$ cat src/pd_rx_irq_pkg.sv
// Package with register map, field positions, reset values and carrier types for the receive interrupt block.
package pd_rx_irq_pkg;

  // Register indices; the byte address is four times the index.
  localparam logic [15:0] IDX_EVENT_STATUS = 16'h1A82;
  localparam logic [15:0] IDX_ERROR_STATUS = 16'h1A83;
  localparam logic [15:0] IDX_EVENT_ENABLE = 16'h1A87;
  localparam logic [15:0] IDX_ERROR_ENABLE = 16'h1A88;
  localparam logic [15:0] IDX_FRAME_ACCEPT = 16'h1A90;
  localparam logic [15:0] IDX_MODE_CONTROL = 16'h1A91;
  localparam logic [15:0] IDX_PACKET_FLAGS = 16'h1A92;
  localparam logic [15:0] IDX_BAD_CRC_CNT  = 16'h1A93;
  localparam logic [15:0] IDX_DUP_CNT      = 16'h1A94;
  localparam logic [15:0] IDX_CNT_LIMIT    = 16'h1A95;

  localparam int ADDR_W = 18;

  // Receive event status bit positions.
  localparam int EV_MSG_DONE  = 0;
  localparam int EV_START     = 1;
  localparam int EV_END       = 2;
  localparam int EV_HARD_RST  = 3;
  localparam int EV_CABLE_RST = 5;
  localparam int EV_BUS_IDLE  = 6;
  localparam int EV_FIFO_DATA = 7;

  // Receive error status bit positions.
  localparam int ER_DISCARD  = 0;
  localparam int ER_PROTOCOL = 1;
  localparam int ER_OVERRUN  = 2;
  localparam int ER_CORRUPT  = 3;
  localparam int ER_LIMIT    = 7;

  // Packet status flag positions.
  localparam int PS_BAD_CRC   = 0;
  localparam int PS_OVERSIZE  = 3;
  localparam int PS_FIFO_FULL = 4;
  localparam int PS_SYMBOL    = 5;
  localparam int PS_UNEVEN    = 6;

  // Mode control bit positions.
  localparam int MC_AUTO_RETRY = 0;
  localparam int MC_AUTO_RESP  = 1;

  // Writable masks and reset values.
  localparam logic [7:0] EV_W1C_MASK     = 8'h6F;
  localparam logic [7:0] ER_W1C_MASK     = 8'h8F;
  localparam logic [7:0] PS_MASK         = 8'h79;
  localparam logic [7:0] EV_STATUS_RESET = 8'h40;
  localparam logic [7:0] EV_ENABLE_MASK  = 8'hEF;
  localparam logic [4:0] FRAME_ACCEPT_RESET = 5'h1F;
  localparam logic [7:0] CNT_LIMIT_RESET = 8'h0F;

  // Inputs from the receive datapath, all on the MAC clock.
  typedef struct packed {
    logic       fifoNotEmpty;   // Level: receive FIFO holds unread data.
    logic       lineIdle;       // Level: no activity on the delivery bus.
    logic       clocksRunning;  // Level: block clocks are running.
    logic       startSeen;      // Pulse: valid start-of-packet framing.
    logic [2:0] startType;      // Start-of-packet type index, 0 to 4.
    logic       endSeen;        // Pulse: valid end-of-packet framing.
    logic       cableReset;     // Pulse: cable reset signalling received.
    logic       hardReset;      // Pulse: hard reset signalling received.
    logic       msgGood;        // Pulse: message received with good CRC.
    logic       msgIsGoodCrc;   // Qualifier of msgGood: message is GoodCRC.
    logic       msgIsPing;      // Qualifier of msgGood: message is Ping.
    logic       msgDuplicate;   // Qualifier of msgGood: repeated message ID.
    logic       goodCrcAwaited; // Level: transmitter waits for GoodCRC.
    logic       corrupt;        // Pulse: corrupt packet arrived.
    logic [3:0] corruptCause;   // Bad CRC, symbol, oversize, uneven nibbles.
    logic       noBuffer;       // Pulse: packet arrived with no buffer space.
  } rx_in_t;

  // Commands to the receive and transmit datapaths, one-cycle pulses.
  typedef struct packed {
    logic queueStore;    // Store the message in the receive queue.
    logic dropPacket;    // Discard the packet.
    logic replyRequest;  // Send the automatic GoodCRC reply.
    logic retryAbort;    // Abandon the automatic retry sequence.
    logic txAbortedSet;  // Set the transmit-aborted status flag.
  } rx_out_t;

endpackage

$ cat src/pd_rx_interrupt_status.sv
// Receive event and error interrupt status registers with Avalon-MM slave access.
//
// Notes on behaviour
// - Hardware sets status bits; software writes one to clear.
// - Interrupt only for enabled bits; status always records.
// - Bit 7 mirrors receive FIFO not empty, read-only.
// - Bus idle bit sets on idle; resets to one.
// - Idle bit is an event: on enable or idle.
// - Idle detection only while clocks run.
// - End bit on valid end framing; bad drops.
// - End bit only for accepted start types.
// - Start bit on valid start of enabled type.
// - Message done bit on successful reception.
// - Auto retry drops expected GoodCRC, no done.
// - Auto response drops duplicates, no done.
// - Done set before GoodCRC reply, regardless of success.
// - Limit bit when either counter reaches a nonzero limit.
// - Limit bit is level driven; clear counter first.
// - Corrupt packet sets bit 3 and cause flag.
// - No buffer sets overrun, FIFO-full flag, drop.
// - Protocol error on unexpected message awaiting GoodCRC.
// - Protocol error stores message and sets done.
// - Protocol error aborts retry, sets transmit aborted.
// - Discard bit on duplicate or expected GoodCRC drop.
`timescale 1ns/100ps

module pd_rx_interrupt_status (
  input  wire logic                              mclk,
  input  wire logic                              rst,
  input  wire logic [pd_rx_irq_pkg::ADDR_W-1:0]  address,
  input  wire logic                              read,
  input  wire logic                              write,
  input  wire logic [31:0]                       writedata,
  input  wire logic [3:0]                        byteenable,
  output logic [31:0]                            readdata,
  output logic                                   waitrequest,
  input  wire pd_rx_irq_pkg::rx_in_t             rxIn,
  output pd_rx_irq_pkg::rx_out_t                 rxOut,
  output logic                                   irq
);
  import pd_rx_irq_pkg::*;

  ////////////////////////////////////////////////////////////////////////////////
  // Register storage and bus state.

  logic [7:0] eventStatus;
  logic [7:0] errorStatus;
  logic [7:0] eventEnable;
  logic [7:0] errorEnable;
  logic [4:0] frameAccept;
  logic [1:0] modeControl;
  logic [7:0] packetFlags;
  logic [7:0] badCrcCount;
  logic [7:0] dupCount;
  logic [7:0] countLimit;
  logic       busAck;
  logic       frameOpen;
  logic       idleSeen;
  logic       idleEnSeen;

  // Returns true when the byte address selects the given register index.
  function automatic logic hits(input logic [ADDR_W-1:0] addr, input logic [15:0] idx);
    hits = (addr == {idx, 2'b00});
  endfunction

  // Saturating increment used by both debug counters.
  function automatic logic [7:0] bump(input logic [7:0] value);
    bump = (value == 8'hFF) ? value : value + 8'h01;
  endfunction

  ////////////////////////////////////////////////////////////////////////////////
  // Avalon-MM handshake: every access waits one cycle, then completes.

  logic busWrite;
  logic lowLane;
  logic [7:0] wByte;

  assign waitrequest = (read | write) & ~busAck;
  assign busWrite    = write & busAck & byteenable[0];
  assign lowLane     = byteenable[0];
  assign wByte       = writedata[7:0];

  // Acknowledge pulses in the cycle after a request first appears.
  always_ff @(posedge mclk) begin
    if (rst) begin
      busAck <= 1'b0;
    end else begin
      busAck <= (read | write) & ~busAck;
    end
  end

  // Read data is loaded at the edge before the acknowledge cycle; unmapped reads return zero.
  always_ff @(posedge mclk) begin
    if (rst) begin
      readdata <= 32'h0000_0000;
    end else if (read & ~busAck) begin
      readdata <= 32'h0000_0000;
      if (lowLane) begin
        if (hits(address, IDX_EVENT_STATUS)) readdata[7:0] <= eventStatus;
        if (hits(address, IDX_ERROR_STATUS)) readdata[7:0] <= errorStatus;
        if (hits(address, IDX_EVENT_ENABLE)) readdata[7:0] <= eventEnable;
        if (hits(address, IDX_ERROR_ENABLE)) readdata[7:0] <= errorEnable;
        if (hits(address, IDX_FRAME_ACCEPT)) readdata[4:0] <= frameAccept;
        if (hits(address, IDX_MODE_CONTROL)) readdata[1:0] <= modeControl;
        if (hits(address, IDX_PACKET_FLAGS)) readdata[7:0] <= packetFlags;
        if (hits(address, IDX_BAD_CRC_CNT))  readdata[7:0] <= badCrcCount;
        if (hits(address, IDX_DUP_CNT))      readdata[7:0] <= dupCount;
        if (hits(address, IDX_CNT_LIMIT))    readdata[7:0] <= countLimit;
      end
    end
  end

  ////////////////////////////////////////////////////////////////////////////////
  // Plain read/write control registers.

  // Enables, accepted frame types, modes and the counter limit.
  always_ff @(posedge mclk) begin
    if (rst) begin
      eventEnable <= 8'h00;
      errorEnable <= 8'h00;
      frameAccept <= FRAME_ACCEPT_RESET;
      modeControl <= 2'b00;
      countLimit  <= CNT_LIMIT_RESET;
    end else if (busWrite) begin
      if (hits(address, IDX_EVENT_ENABLE)) eventEnable <= wByte & EV_ENABLE_MASK;
      if (hits(address, IDX_ERROR_ENABLE)) errorEnable <= wByte & ER_W1C_MASK;
      if (hits(address, IDX_FRAME_ACCEPT)) frameAccept <= wByte[4:0];
      if (hits(address, IDX_MODE_CONTROL)) modeControl <= wByte[1:0];
      if (hits(address, IDX_CNT_LIMIT))    countLimit  <= wByte;
    end
  end

  ////////////////////////////////////////////////////////////////////////////////
  // Message classification.

  logic autoRetry;
  logic autoResp;
  logic startAccepted;
  logic expectedAck;
  logic dupDrop;
  logic protoError;
  logic msgDone;
  logic badCrc;

  assign autoRetry     = modeControl[MC_AUTO_RETRY];
  assign autoResp      = modeControl[MC_AUTO_RESP];
  assign startAccepted = rxIn.startSeen & (rxIn.startType < 3'd5) & frameAccept[rxIn.startType];
  assign expectedAck   = rxIn.msgGood & autoRetry & rxIn.goodCrcAwaited & rxIn.msgIsGoodCrc;
  assign dupDrop       = rxIn.msgGood & autoResp & rxIn.msgDuplicate & ~expectedAck;
  assign protoError    = rxIn.msgGood & autoRetry & rxIn.goodCrcAwaited
                         & ~rxIn.msgIsGoodCrc & ~rxIn.msgIsPing & ~dupDrop;
  assign msgDone       = rxIn.msgGood & ~expectedAck & ~dupDrop;
  assign badCrc        = rxIn.corrupt & rxIn.corruptCause[0];

  // A frame counts as accepted from its start framing until its end framing.
  always_ff @(posedge mclk) begin
    if (rst) begin
      frameOpen <= 1'b0;
    end else if (rxIn.startSeen) begin
      frameOpen <= startAccepted;
    end else if (rxIn.endSeen) begin
      frameOpen <= 1'b0;
    end
  end

  // Datapath commands; the reply request leaves with the done set, so status leads the reply.
  always_ff @(posedge mclk) begin
    if (rst) begin
      rxOut <= '0;
    end else begin
      rxOut.queueStore   <= msgDone;
      rxOut.dropPacket   <= expectedAck | dupDrop | rxIn.noBuffer;
      rxOut.replyRequest <= msgDone & autoResp;
      rxOut.retryAbort   <= protoError;
      rxOut.txAbortedSet <= protoError;
    end
  end

  ////////////////////////////////////////////////////////////////////////////////
  // Debug counters: software clears one by writing its register.

  always_ff @(posedge mclk) begin
    if (rst) begin
      badCrcCount <= 8'h00;
      dupCount    <= 8'h00;
    end else begin
      if (busWrite && hits(address, IDX_BAD_CRC_CNT)) badCrcCount <= 8'h00;
      else if (badCrc) badCrcCount <= bump(badCrcCount);
      if (busWrite && hits(address, IDX_DUP_CNT)) dupCount <= 8'h00;
      else if (dupDrop) dupCount <= bump(dupCount);
    end
  end

  logic limitLevel;
  assign limitLevel = (countLimit != 8'h00)
                      & ((badCrcCount >= countLimit) | (dupCount >= countLimit));

  ////////////////////////////////////////////////////////////////////////////////
  // Line idle event detection.

  logic idleEvent;
  assign idleEvent = rxIn.clocksRunning & rxIn.lineIdle
                     & (~idleSeen | (eventEnable[EV_BUS_IDLE] & ~idleEnSeen));

  // Remembers the last idle level and the last enable level to find rising edges.
  always_ff @(posedge mclk) begin
    if (rst) begin
      idleSeen   <= 1'b1;
      idleEnSeen <= 1'b0;
    end else if (rxIn.clocksRunning) begin
      idleSeen   <= rxIn.lineIdle;
      idleEnSeen <= eventEnable[EV_BUS_IDLE];
    end
  end

  ////////////////////////////////////////////////////////////////////////////////
  // Status registers: a set in the clearing cycle wins over the clear.

  logic [7:0] eventSet;
  logic [7:0] errorSet;
  logic [7:0] eventClr;
  logic [7:0] errorClr;
  logic [7:0] flagSet;
  logic [7:0] flagClr;

  // Collects set and clear masks for each status register.
  always_comb begin
    eventSet = 8'h00;
    eventSet[EV_MSG_DONE]  = msgDone;
    eventSet[EV_START]     = startAccepted;
    eventSet[EV_END]       = rxIn.endSeen & frameOpen;
    eventSet[EV_HARD_RST]  = rxIn.hardReset;
    eventSet[EV_CABLE_RST] = rxIn.cableReset;
    eventSet[EV_BUS_IDLE]  = idleEvent;
    errorSet = 8'h00;
    errorSet[ER_DISCARD]   = expectedAck | dupDrop;
    errorSet[ER_PROTOCOL]  = protoError;
    errorSet[ER_OVERRUN]   = rxIn.noBuffer;
    errorSet[ER_CORRUPT]   = rxIn.corrupt;
    errorSet[ER_LIMIT]     = limitLevel;
    flagSet = 8'h00;
    flagSet[PS_BAD_CRC]    = rxIn.corrupt & rxIn.corruptCause[0];
    flagSet[PS_SYMBOL]     = rxIn.corrupt & rxIn.corruptCause[1];
    flagSet[PS_OVERSIZE]   = rxIn.corrupt & rxIn.corruptCause[2];
    flagSet[PS_UNEVEN]     = rxIn.corrupt & rxIn.corruptCause[3];
    flagSet[PS_FIFO_FULL]  = rxIn.noBuffer;
    eventClr = (busWrite && hits(address, IDX_EVENT_STATUS)) ? (wByte & EV_W1C_MASK) : 8'h00;
    errorClr = (busWrite && hits(address, IDX_ERROR_STATUS)) ? (wByte & ER_W1C_MASK) : 8'h00;
    flagClr  = (busWrite && hits(address, IDX_PACKET_FLAGS)) ? (wByte & PS_MASK) : 8'h00;
  end

  // Event status; bit 7 follows the FIFO level and bit 4 stays zero.
  always_ff @(posedge mclk) begin
    if (rst) begin
      eventStatus <= EV_STATUS_RESET;
    end else begin
      eventStatus <= (((eventStatus & ~eventClr) | eventSet) & EV_W1C_MASK)
                     | {rxIn.fifoNotEmpty, 7'h00};
    end
  end

  // Error status and packet status flags.
  always_ff @(posedge mclk) begin
    if (rst) begin
      errorStatus <= 8'h00;
      packetFlags <= 8'h00;
    end else begin
      errorStatus <= ((errorStatus & ~errorClr) | errorSet) & ER_W1C_MASK;
      packetFlags <= ((packetFlags & ~flagClr) | flagSet) & PS_MASK;
    end
  end

  ////////////////////////////////////////////////////////////////////////////////
  // Interrupt output.

  // Any enabled status bit raises the interrupt line.
  always_ff @(posedge mclk) begin
    if (rst) begin
      irq <= 1'b0;
    end else begin
      irq <= |(eventStatus & eventEnable) | |(errorStatus & errorEnable);
    end
  end

  ////////////////////////////////////////////////////////////////////////////////
  // Assertions and covers.

  a_irq_needs_enable: assert property (@(posedge mclk) disable iff (rst)
    irq |-> $past(|(eventStatus & eventEnable) | |(errorStatus & errorEnable)))
    else $error("interrupt raised without an enabled status bit");

  a_fifo_bit_follow: assert property (@(posedge mclk) disable iff (rst)
    ##1 eventStatus[EV_FIFO_DATA] == $past(rxIn.fifoNotEmpty))
    else $error("fifo data bit does not follow fifo level");

  a_idle_needs_clock: assert property (@(posedge mclk) disable iff (rst)
    (!rxIn.clocksRunning && !eventStatus[EV_BUS_IDLE]) |=> !eventStatus[EV_BUS_IDLE])
    else $error("idle bit set while clocks stopped");

  a_end_needs_accept: assert property (@(posedge mclk) disable iff (rst)
    (rxIn.endSeen && !frameOpen && !eventStatus[EV_END]) |=> !eventStatus[EV_END])
    else $error("end bit set for a frame type not accepted");

  a_ack_drop_quiet: assert property (@(posedge mclk) disable iff (rst)
    expectedAck |=> !rxOut.queueStore && rxOut.dropPacket && errorStatus[ER_DISCARD])
    else $error("expected acknowledge not discarded");

  a_dup_drop_quiet: assert property (@(posedge mclk) disable iff (rst)
    dupDrop |=> !rxOut.queueStore && errorStatus[ER_DISCARD])
    else $error("duplicate packet not discarded");

  a_done_before_reply: assert property (@(posedge mclk) disable iff (rst)
    rxOut.replyRequest |-> eventStatus[EV_MSG_DONE])
    else $error("reply requested before done bit set");

  a_limit_sets_bit: assert property (@(posedge mclk) disable iff (rst)
    limitLevel |=> errorStatus[ER_LIMIT])
    else $error("limit bit not set at counter limit");

  a_proto_abort_store: assert property (@(posedge mclk) disable iff (rst)
    protoError |=> rxOut.retryAbort && rxOut.txAbortedSet && rxOut.queueStore
                   && eventStatus[EV_MSG_DONE] && errorStatus[ER_PROTOCOL])
    else $error("protocol error did not abort, store and flag");

  a_overrun_drop: assert property (@(posedge mclk) disable iff (rst)
    rxIn.noBuffer |=> rxOut.dropPacket && errorStatus[ER_OVERRUN] && packetFlags[PS_FIFO_FULL])
    else $error("overrun packet not dropped and flagged");

  a_set_beats_clear: assert property (@(posedge mclk) disable iff (rst)
    (errorSet[ER_CORRUPT] && errorClr[ER_CORRUPT]) |=> errorStatus[ER_CORRUPT])
    else $error("clear overrode a simultaneous set");

  a_bus_one_wait: assert property (@(posedge mclk) disable iff (rst)
    ($rose(read) || $rose(write)) |-> waitrequest ##1 !waitrequest)
    else $error("bus answer not after exactly one wait cycle");

  c_proto_error: cover property (@(posedge mclk) disable iff (rst) protoError);
  c_dup_drop: cover property (@(posedge mclk) disable iff (rst) dupDrop);
  c_idle_on_enable: cover property (@(posedge mclk) disable iff (rst)
    rxIn.lineIdle && idleSeen && $rose(eventEnable[EV_BUS_IDLE]) ##1 eventStatus[EV_BUS_IDLE]);
  c_limit_event: cover property (@(posedge mclk) disable iff (rst) $rose(errorStatus[ER_LIMIT]));
  c_irq_rise: cover property (@(posedge mclk) disable iff (rst) $rose(irq));

endmodule

$ cat config.mk
export PLATFORM = sky130hd
export DESIGN_NAME = pd_rx_interrupt_status
export DESIGN_NICKNAME = d
export VERILOG_FILES = /design/src/pd_rx_irq_pkg.sv /design/src/pd_rx_interrupt_status.sv
export SDC_FILE = /design/constraint.sdc
export NUM_CORES = 1
export LEC_CHECK = 0
export ABC_AREA = 1
export BUFFER_PORTS_ARGS = -buffer_cell sky130_fd_sc_hd__buf_4
export CORE_MARGIN = 2
export CORE_UTILIZATION = 48
export CTS_CLUSTER_SIZE = 30
export DETAILED_ROUTE_END_ITERATION = 10
export HOLD_SLACK_MARGIN = 0.15
export PLACE_DENSITY_LB_ADDON = 0.05
export SYNTH_ARGS = -nofsm -noshare
export SYNTH_HDL_FRONTEND = slang
export SYNTH_SLANG_ARGS = --single-unit
$ cat constraint.sdc
create_clock -name mclk -period 1.44 [get_ports mclk]
set_input_delay 0.144 -clock mclk [delete_from_list [all_inputs] [get_ports mclk]]
set_output_delay 0.144 -clock mclk [all_outputs]
set_load 0.05 [all_outputs]
==> results.txt, run 1 <==
The path class of the tightest hold or removal check is in2reg. After synthesis the netlist holds a flip-flop and latch count of just under 80. For this configuration, the core starts out at a cell density of ~49%. The die is ~100 um tall. The worst hold slack is roughly 0.22 ns.

Summed over all failing endpoints, the final setup total negative slack is -1.16 ns. The number of enable-type register cells in the synthesized netlist is 0. The netlist uses between 40 and 50 different library cells. The total setup violations reported at the end of the flow is 10. Traced cell by cell, the critical path runs through buf_12, ha_4, inv_4, nor4_4, a31oi_2, inv_2, nor3_4, nand4_1, a21oi_2.

By startpoint and endpoint, the worst setup path is classified as reg2reg. In this run the worst path has a maximum fanout of 4. The number of failing hold endpoints at the final stage was 0. For this design the total switching power over the nets is around 0.0014 W. The DRC violations left is 0. The fraction of final layout cells with drive strength greater than 1 came out at between 30% and 40%. Summed over all nets, the half-perimeter wirelength after detailed placement is ~11000 um. The max-cap check violation count is 0. IR analysis of the VDD net gives a maximum drop of 0.000579 V. At the end of routability-driven placement, the weighted congestion stood at between 0.9 and 1. The flow ran to the end, but the final reports show violations. The max-slew violation count came out at 0. The library cell used most frequently in the layout, excluding fill and tap cells, is sky130_fd_sc_hd__buf_4. The power share of the combinational group is between 10% and 20%. The required time of the critical path is 1.73 ns.

The checks that failed: negative setup slack. The final period demand of the worst path came out at 1.63 ns. The routed wirelength normalized by instance count came out at around 16 um. Global routing used 28.7% of the available tracks. After synthesis, flip-flops and latches occupy approximately 34% of the total area.

The placement-stage cell area came out at between 5000 and 6000 um^2. The proportion of power drawn by flip-flops and latches is just under 50%. For this run, the number of standard cells in the final layout without fillers is a little over 900.

The element type at the critical path end is a register. A synthesized cell averages between 7 and 8 um^2. Net switching is a little under a third of the power. Once detail routing completed, the nets flagged for antenna violations numbered 0. At the end of the flow, the number of nets in the layout was between 900 and 1000.

The fraction of registers with async set or reset after synthesis is 0%. The cell depth of the worst hold path came out at 4. After layout, the worst setup slack is -0.194 ns. The total power divided by cell area is 709 nW/um^2.

Detailed routing inserted a total of 4880 vias. The die is about 100 um wide. 118 I/O pins were placed. The maximum number of pins on one net before global-route repair came out at 44. Setup repair after global routing could not meet its margin everywhere. The CTS tree is built. The number of violations reported at the end of detailed-routing iteration 0 came out at roughly 260.

The clock root buffer is sky130_fd_sc_hd__clkbuf_8. After detailed routing, the total wire length is between 10000 and 15000 um. The count of H-tree levels built during CTS is 3. The final-layout fill cell count came out at 806. The number of detailed-routing iterations run before antenna repair is 5.

The number of buffers inserted during clock tree synthesis came out at 9. The number of rows created at floorplan came out at 35. The number of global-route vias before repair is about 4700. The clock network fraction of total power came out at a little over a third. The total clock sinks came out at 77. The clock latency on the worst-skew pair came out at roughly 0.36 ns. The total internal power is 0.00308 W. The final instance area is 6320 um^2.

The length in cells of the worst reg-to-reg path came out at 9. The maximum clock path buffer count is 2. Clock-pin slew was measured on the worst setup and hold paths at ~0.10 ns.

The number of instances in the placed design came out at 876. In this design, the stage delay of the slowest critical-path cell is 0.37 ns. The primary flip-flop cell chosen by synthesis mapping is sky130_fd_sc_hd__dfxtp_1.

The count of synthesis-stage warnings from yosys came out at 0. The core region is just over 9000 um^2. The netlist area before placement is 4530 um^2. The maximum clock rate came out at about 600 MHz. The leftover overflow at the end of global routing is 0. The number of port buffers is between 60 and 70. The wire length of the first global-routing pass came out at between 20000 and 25000 um. The cell at the slowest stage of the critical path is sky130_fd_sc_hd__dfxtp_4. The floorplan step defined a die boundary enclosing ~10000 um^2. The post-route fraction of the period consumed by the critical path came out at 113%. The antenna diode count is 0. The relative area change from synthesis to final layout is 39.6%. The worst endpoint data arrival time is roughly 1.9 ns. The detail-routed via count per cell is between 5 and 6. The clock arrives with 0.0146 ns of skew.

The cell count after synthesis came out at approximately 640. The worst setup path is launched from a register. In the layout the commonest cells are sky130_fd_sc_hd__buf_4 (141), sky130_fd_sc_hd__nand2_1 (115), sky130_fd_sc_hd__dfxtp_1 (71), sky130_fd_sc_hd__inv_1 (70). The number of antenna violations at the first check in global routing came to 0. The reported leakage power came out at 2.96 nW.
-- final timing paths --
kind,slack [ns],end,from
setup / recovery,-0.19,badCrcCount[7],badCrcCount[0]
hold / removal,0.22,packetFlags[6],rxIn[5]
hold reg to reg,0.47,eventStatus[2],frameOpen
setup reg to reg,-0.19,badCrcCount[7],badCrcCount[0]
-- registers in the layout, summed over array words and instances (netlist names), 4 cells and up --
name	count
badCrcCount	8
dupCount	8
frameAccept	5
countLimit	8
readdata	8
errorStatus	5
rxOut	4
packetFlags	5
errorEnable	5
eventEnable	7
eventStatus	7
-- power groups by stage --
stage / registers, W / clock network [W] / logic, W
6_report: 0.00219 / 0.00162 / 0.000675
5_1_grt: 0.00219 / 0.00171 / 0.000726
4_1_cts: 0.00219 / 0.00163 / 0.000651
3_5_place_dp: 0.00224 / 0 / 0.000583
3_3_place_gp: 0.00224 / 0 / 0.000577
2_1_floorplan: 0.00224 / 0 / 0.000368
-- metal layers --
metal  wire (um)  track usage (%)
met1        6010             34.2
met2        7430             52.5
met3         580             3.61
met4         409             10.5
met5           0                0
-- worst max-delay path: cells and delay by family (launching register included) --
family,cells,cell delay [ns]
compound gates,2,0.38
flops,1,0.37
simple gates,3,0.37
buf+inv,3,0.28
fa+ha+maj,1,0.16
-- through the flow --
stage / util (%) / power [W] / setup WS (ns)
after floorplan: - / 0.00261 / -0.0944
after global routing: 68.7 / 0.00463 / -0.295
after CTS: 66.8 / 0.00447 / -0.155
after global placement: 61.1 / 0.00282 / -0.266
after detailed placement: 61.1 / 0.00282 / -0.267
final: 68.7 / 0.00448 / -0.194
-- kinds of logic after synthesis --
kind of cell,synth area share (%)
AOI/OAI and AO/OA,19.4
DFF,34.1
buffers and inverters,12.5
adders and majority gates,4.98
other,0.0829
and+or+nand+nor,28.8
xor gates and xnor gates,0.194
-- repair_timing --
action | CTS | global route
hold buffers | 26 | 0
setup endpoints to repair | 17 | 28
gates resized for setup | 15 | 42
setup buffers | 4 | 4
hold endpoints to repair | 31 | 0
pin swaps | 13 | 13
-- synthesized netlist by cell type (11+ instances only) --
cell type	count	share of area, %
sky130_fd_sc_hd__buf_4	28	4.6
sky130_fd_sc_hd__inv_2	11	0.91
sky130_fd_sc_hd__a21oi_1	65	7.2
sky130_fd_sc_hd__inv_1	74	6.1
sky130_fd_sc_hd__o21ai_0	34	3.8
sky130_fd_sc_hd__o211ai_1	12	2.0
sky130_fd_sc_hd__nand4_1	12	1.7
sky130_fd_sc_hd__nand2_1	120	10
sky130_fd_sc_hd__dfxtp_1	77	34
sky130_fd_sc_hd__ha_1	18	5.0
sky130_fd_sc_hd__nor2_1	66	5.5
sky130_fd_sc_hd__nand3_1	29	3.2
sky130_fd_sc_hd__a211oi_1	13	2.2
-- cell type report --
class / instances / area [um^2] / area share [%]
flip-flops and latches: 77 / 1560 / 24.7
clock inverters: 7 / 66.3 / 1.05
multi-input cells: 464 / 2700 / 42.6
well taps: 111 / 139 / 2.20
inverters: 85 / 322 / 5.09
repair buffers: 173 / 1420 / 22.4
clock buffers: 9 / 124 / 1.96
(Power assumes the default switching activity.)
==> inputs of run 2 (changes only) <==
Settings changed: CORE_UTILIZATION 48 to 58, REMOVE_ABC_BUFFERS set to 1.
Clock period 1.44 ns to 2 ns, I/O delays scaled along.
==> run 2 against run 1 <==
  * The run now ends clean
  * Sequential power is 28% lower
  * Wire length is 9.8% lower
  * Fmax is 12% lower
  * First-iteration DRC count is 25% higher
  * Total power is 23% lower
  * Sequential cell count stayed put
  * Setup slack better by 0.34 ns
==> results.txt, run 2 (same netlist as run 1, synthesis figures left out) <==
The number of port buffers is between 60 and 70. The cell family with the largest share of critical-path delay is simple AND/OR/NAND/NOR gates. The total internal power is 0.00254 W. Measured along the x axis, the die boundary spans 92.3 um. Setup repair after global routing left no endpoint under its margin. The reported leakage power is roughly 2.6 nW. The maximum clock path buffer count came out at 2. Leaving out fill and tap cells, the most frequent cell in the layout is sky130_fd_sc_hd__nand2_1. The number of global-route vias before repair came out at 4351. The least setup slack across all paths after layout came out at between 0.1 and 0.15 ns. The DRC violations left is 0. The required time of the critical path came out at 2.29 ns. The worst setup path is launched from a register.

The worst setup path is captured at a register. The maximum clock rate is approximately 540 MHz. The clock latency on the worst-skew pair came out at 0.35 ns. At the placement stage, the worst setup path has a slack of approximately 0.12 ns. Global routing finished with a remaining overflow of 0.

The fraction of final layout cells with drive strength greater than 1 is between 10% and 20%. The floorplan has 32 rows. The buffers inserted during post-CTS setup optimization is 0.

The total setup violations reported at the end of the flow came out at 0. The tightest slew margin relative to the limit came out at between 50% and 60%. The number of antenna violations at the first check in global routing is 0.

The fraction of power spent switching nets came out at between 20% and 30%. The slowest stage of the critical path is the sky130_fd_sc_hd__dfxtp_1 cell. The final-layout fill cell count is between 600 and 700. The first routing iteration left approximately 320 violations. The max-slew violation count came out at 0. The total clock sinks is 77. Setup slack on the worst reg-to-reg path comes out at 0.14 ns. The total negative slack for setup checks came out at 0 ns.

The CTS clock-pin slew for the worst setup and hold paths is about 0.080 ns. The placed wire-length estimate after detailed placement came out at 9920 um. The placement-stage cell area came out at between 5000 and 6000 um^2. The power share of the combinational group came out at between 10% and 20%. Clock tree synthesis selected as its root buffer the cell sky130_fd_sc_hd__clkbuf_8. The overall fraction of global-route tracks in use came out at 30.9%. The total via count after detailed routing came out at between 4000 and 5000. The run finished with clean final reports. The count of nets left with antenna violations after detail routing came out at 0. The first global-routing pass estimated between 20000 and 25000 um of wire. In this run the worst path has a maximum fanout of 6.

The max-cap check violation count came out at 0. The worst setup path is of the reg2reg kind. The critical path contains buffers and inverters numbering 3 combined. The highest cell delay on the worst timing path came out at about 0.32 ns. Traced cell by cell, the critical path runs through buf_4, ha_1, inv_1, nor4_2, a31oi_2, inv_2, nor3_1, nand4_1, a21oi_1. The floorplan die area came out at around 8500 um^2.

The class of the tightest hold or removal check is in2reg. The routed wirelength normalized by instance count came out at 15.3 um. The clock network fraction of total power is a little over two fifths. The count of H-tree levels built during CTS came out at 3. TritonCTS built the clock tree.

The final weighted congestion in routability-driven placement is slightly above 0.9. After routing the design area is roughly 5600 um^2. The antenna diode count came out at 0. Data arrives at the worst endpoint at around 2.1 ns. The post-detailed-routing wire length is approximately 13000 um. IR analysis of the VDD net gives a maximum drop of 0.000573 V.

In this run the count of I/O pins placed on the die edge is ~120. The maximum number of pins on one net before global-route repair is 44. The final period demand of the worst path is roughly 1.9 ns. The core occupancy in the finished layout is ~73%. The detail-routed via count per cell came out at ~5.4.

The top cell types in the final layout, fill and taps aside, are sky130_fd_sc_hd__nand2_1 (120), sky130_fd_sc_hd__buf_4 (79), sky130_fd_sc_hd__dfxtp_1 (77), sky130_fd_sc_hd__inv_1 (74), sky130_fd_sc_hd__nor2_1 (66). The slew at the pin closest to its max-slew limit came out at 0.643 ns. The die extent in y came out at approximately 90 um. In the final design database the tool counted ~840 nets.

The proportion of power drawn by flip-flops and latches is roughly 46%. The initial cell density of the core is 59.2%. The total power divided by cell area is slightly above 600 nW/um^2. The number of buffers inserted during clock tree synthesis is 9. The core outline area is around 7600 um^2. Dividing the final minimum period by the clock period gives around 93%. The analysis attributes to net switching a power of around 0.00091 W. The number of detailed-routing iterations run before antenna repair is 5. The number of failing hold endpoints at the final stage is 0. The area growth from synthesis to layout is 23.3%.

The final worst clock skew came out at 0.00789 ns.
-- run 2: layer usage --
layer  global-route usage [%]  vias up  part of all wire [%]
li1                         -     2283                     -
met1                     39.0     2135                    43
met2                     55.5      152                    50
met3                     4.15       14                   5.0
met4                     7.71        0                   1.5
met5                        0        -                     0
-- run 2: what timing repair did --
action | in CTS | in global routing
gates resized for setup | 0 | 2
hold buffers | 25 | 0
hold endpoints to repair | 22 | 0
setup endpoints to repair | 0 | 1
-- run 2: power groups by stage --
stage / Combinational (W) / Sequential [W] / Clock, W
final: 0.000430 / 0.00158 / 0.00144
after detailed placement: 0.000385 / 0.00161 / 0
after global placement: 0.000377 / 0.00161 / 0
after global routing: 0.000459 / 0.00158 / 0.00151
after CTS: 0.000423 / 0.00158 / 0.00145
after floorplan: 0.000214 / 0.00162 / 0
-- run 2: area by class of cell --
type	instances	area, um^2	area share, %
multi-input combinational	464	2510	45.0
sequential	77	1540	27.6
timing repair buffer	104	843	15.1
inverter	85	319	5.72
clock buffer	10	128	2.29
tap	102	128	2.29
clock inverter	6	111	2.00
-- run 2: through the flow --
step                hold slack, ns  cells  power, W
floorplan                    0.269    626   0.00183
detailed placement           0.422    807   0.00200
finish                       0.200    848   0.00345
CTS                          0.157    848   0.00345
global placement             0.400    807   0.00199
global route                 0.205    848   0.00355
-- run 2: worst register-to-register path, stage by stage (launching register included) --
cell and delay (ns):
sky130_fd_sc_hd__dfxtp_1 0.32, sky130_fd_sc_hd__buf_4 0.14, sky130_fd_sc_hd__ha_1 0.21, sky130_fd_sc_hd__inv_1 0.09, sky130_fd_sc_hd__nor4_2 0.06, sky130_fd_sc_hd__a31oi_2 0.26
sky130_fd_sc_hd__inv_2 0.11, sky130_fd_sc_hd__nor3_1 0.31, sky130_fd_sc_hd__nand4_1 0.14, sky130_fd_sc_hd__a21oi_1 0.16
-- run 2: worst paths after layout --
| path | from | end | depth (start not counted) |
|---|---|---|---|
| max | badCrcCount[0] | badCrcCount[7] | 9 |
| max reg2reg | badCrcCount[0] | badCrcCount[7] | 9 |
| min reg2reg | frameOpen | frameOpen | 2 |
| min | write | busAck | 3 |
==> inputs of run 3 (changes only) <==
Clock period 2 ns to 2.3 ns, I/O delays scaled along.
==> run 3 against run 2 <==
  * Sequential cell count stayed put
  * Count of clock-buffer cells in the layout is 1 higher
  * Critical path depth is 3 higher
  * Clock power shrank 23%
  * Fmax down 10%
  * Combinational power decreased by 17%
  * Critical path type unchanged
  * Highest routed layer unchanged
==> results.txt, run 3 (same netlist as run 1, synthesis figures left out) <==
The run finished with clean final reports. The number of instances in the placed design is approximately 800. The leftover overflow at the end of global routing came out at 0.

The later pin in the worst-skew pair is clocked with a latency of approximately 0.36 ns. By startpoint and endpoint, the worst setup path is classified as reg2reg. The total negative slack for setup checks came out at 0 ns.

VDD sags by at most 0.000478 V. The top cell types in the final layout, fill and taps aside, are sky130_fd_sc_hd__nand2_1 (120), sky130_fd_sc_hd__dfxtp_1 (77), sky130_fd_sc_hd__inv_1 (74), sky130_fd_sc_hd__buf_4 (74), sky130_fd_sc_hd__nor2_1 (66). The max-slew violation count came out at 0. The class of the tightest hold or removal check is in2reg. In the final layout, the share of cells above drive strength 1 is between 10% and 20%.

The maximum clock path buffer count came out at 2. The detailed router finished its first iteration with 271 violations. The tightest slew margin relative to the limit came out at approximately 54%. The total via count after detailed routing came out at ~4600.

The worst hold slack is around 0.16 ns. The number of antenna violations at the first check in global routing is 0. The number of rows created at floorplan is 32. The buffers inserted during post-CTS setup optimization came out at 0. Setup violations remaining at the end of the flow were counted as 0. In this run the number of H-tree levels came out at 3. The core outline area came out at 7650 um^2. The final layout net count came out at 825. The routed wirelength normalized by instance count is 15.3 um. The I/O pin count came out at roughly 120.

The relative area change from synthesis to final layout is 19.9%. In this run, post-CTS repair resized a total of 0 instances. The cell at the slowest stage of the critical path is sky130_fd_sc_hd__dfxtp_1. For flop-to-flop paths, the worst setup slack is ~0.23 ns. The post-detailed-routing wire length is 12800 um.

Clock skew on the completed layout was measured at roughly 0.0057 ns. The congestion estimate from routability-driven global placement came to about 0.92. Counting stages on the worst path, the most repeated cell is sky130_fd_sc_hd__nand2_1.

The slew at the pin closest to its max-slew limit is about 0.68 ns. The worst setup path is launched from a register. The tool flagged a number of max-cap violations equal to 0. The core occupancy in the finished layout came out at between 70% and 80%. The placement-stage cell area is 5050 um^2. The first global-routing pass estimated about 21000 um of wire. The biggest fanout along the worst timing path came out at 4.

The number of detailed-routing iterations run before antenna repair came out at 5. The repair_antennas step left the layout with diodes totalling 0. Entering global routing, the biggest net connects 44 pins. The library cell used most frequently in the layout, excluding fill and tap cells, is sky130_fd_sc_hd__nand2_1. After clock tree synthesis, the clock-pin slew on the worst setup and hold paths is 0.09 ns. The required time of the critical path came out at 2.54 ns. The total power divided by cell area is 523 nW/um^2.

The number of port buffers came out at between 60 and 70. In this run the remaining antenna-violating nets after routing total 0. Detailed placement finished with a half-perimeter wire length of around 9700 um. The number of failing hold endpoints at the final stage is 0. The post-route fraction of the period consumed by the critical path is between 90% and 100%. The detail-routed via count per cell came out at between 5 and 6. The final instance area is between 5000 and 6000 um^2.

TritonCTS built the clock tree. The DRC violations left is 0. The floorplan step defined a die boundary enclosing roughly 8500 um^2. Traced cell by cell, the critical path runs through inv_1, ha_1, o21ai_0, a21boi_0, o21ai_0, nand2_1, nand2_1, nand2_1, nand2_1, nand2_1, o21ai_0, a21oi_1. Across every metal layer, demand over resource in global routing totals between 30% and 40%. Clock tree synthesis selected as its root buffer the cell sky130_fd_sc_hd__clkbuf_8. The die extent in y came out at approximately 92 um. The highest cell delay on the worst timing path came out at 0.39 ns. The floorplan die width is approximately 90 um. Buffers inserted during clock tree synthesis total 9. The number of non-filler instances in the completed layout came out at about 840. The maximum clock rate came out at between 400 and 500 MHz. The worst path in the final design needs a cycle of 2.07 ns, including I/O delays and setup. The total clock sinks came out at 77. The reported leakage power is about 2.5 nW. The initial cell density of the core is between 50 and 60%. The number of global-route vias before repair came out at 4293. Setup repair after global routing left no endpoint under its margin. The worst endpoint data arrival time came out at about 2.3 ns. STA classifies the critical path endpoint as a register.
-- run 3: cell count changes in the layout (fill, tap and decap cells not counted) --
cell,previous run,this run
sky130_fd_sc_hd__o21ai_0,33,34
sky130_fd_sc_hd__dlygate4sd3_1,25,17
sky130_fd_sc_hd__bufinv_16,3,1
sky130_fd_sc_hd__clkinvlp_4,1,2
sky130_fd_sc_hd__buf_4,79,74
sky130_fd_sc_hd__clkbuf_1,1,0
sky130_fd_sc_hd__clkbuf_8,9,11
sky130_fd_sc_hd__o21ai_2,2,1
-- run 3: worst paths after layout --
path	start	to	cells after the start
min	read	busAck	3
max reg2reg	badCrcCount[0]	errorStatus[7]	12
max	badCrcCount[0]	errorStatus[7]	12
min reg2reg	frameOpen	frameOpen	2
-- run 3: layer usage --
| layer | part of all wire (%) | GRT usage (%) |
|---|---|---|
| met5 | 0 | 0 |
| met4 | 3.4 | 14.3 |
| met3 | 4.7 | 3.66 |
| met2 | 49 | 52.9 |
| met1 | 43 | 38.6 |
-- run 3: worst max-delay path: cells and delay by family, from the launching register on --
family          cells  cell delay [ns]
compound gates      5             0.85
buf+inv             1             0.13
simple gates        5             0.28
fa+ha+maj           1             0.30
flops               1             0.39
-- run 3: power by group --
part	leakage (nW)	switching (W)	internal (W)
Combinational	1.77	0.000238	0.000118
Clock	0.102	0.000548	0.000561
Sequential	0.626	0.0000162	0.00136
-- run 3: metrics by stage --
stage | setup slack (ns) | total power (W)
after floorplan | 0.574 | 0.00159
after CTS | 0.273 | 0.00283
final | 0.226 | 0.00284
after global placement | 0.331 | 0.00172
after global routing | 0.0698 | 0.00293
after detailed placement | 0.283 | 0.00173
-- run 3: cell type report --
class	instances	area, um^2
clock buffer	11	151
clock inverter	5	58.8
fill	691	2220
inverter	85	319
multi-input combinational	464	2500
sequential	77	1540
tap	102	128
timing repair buffer	91	726
-- run 3: what timing repair did --
action | 4_1_cts | 5_1_grt
hold endpoints to repair | 15 | 0
setup endpoints to repair | 0 | 0
hold buffers | 17 | 0
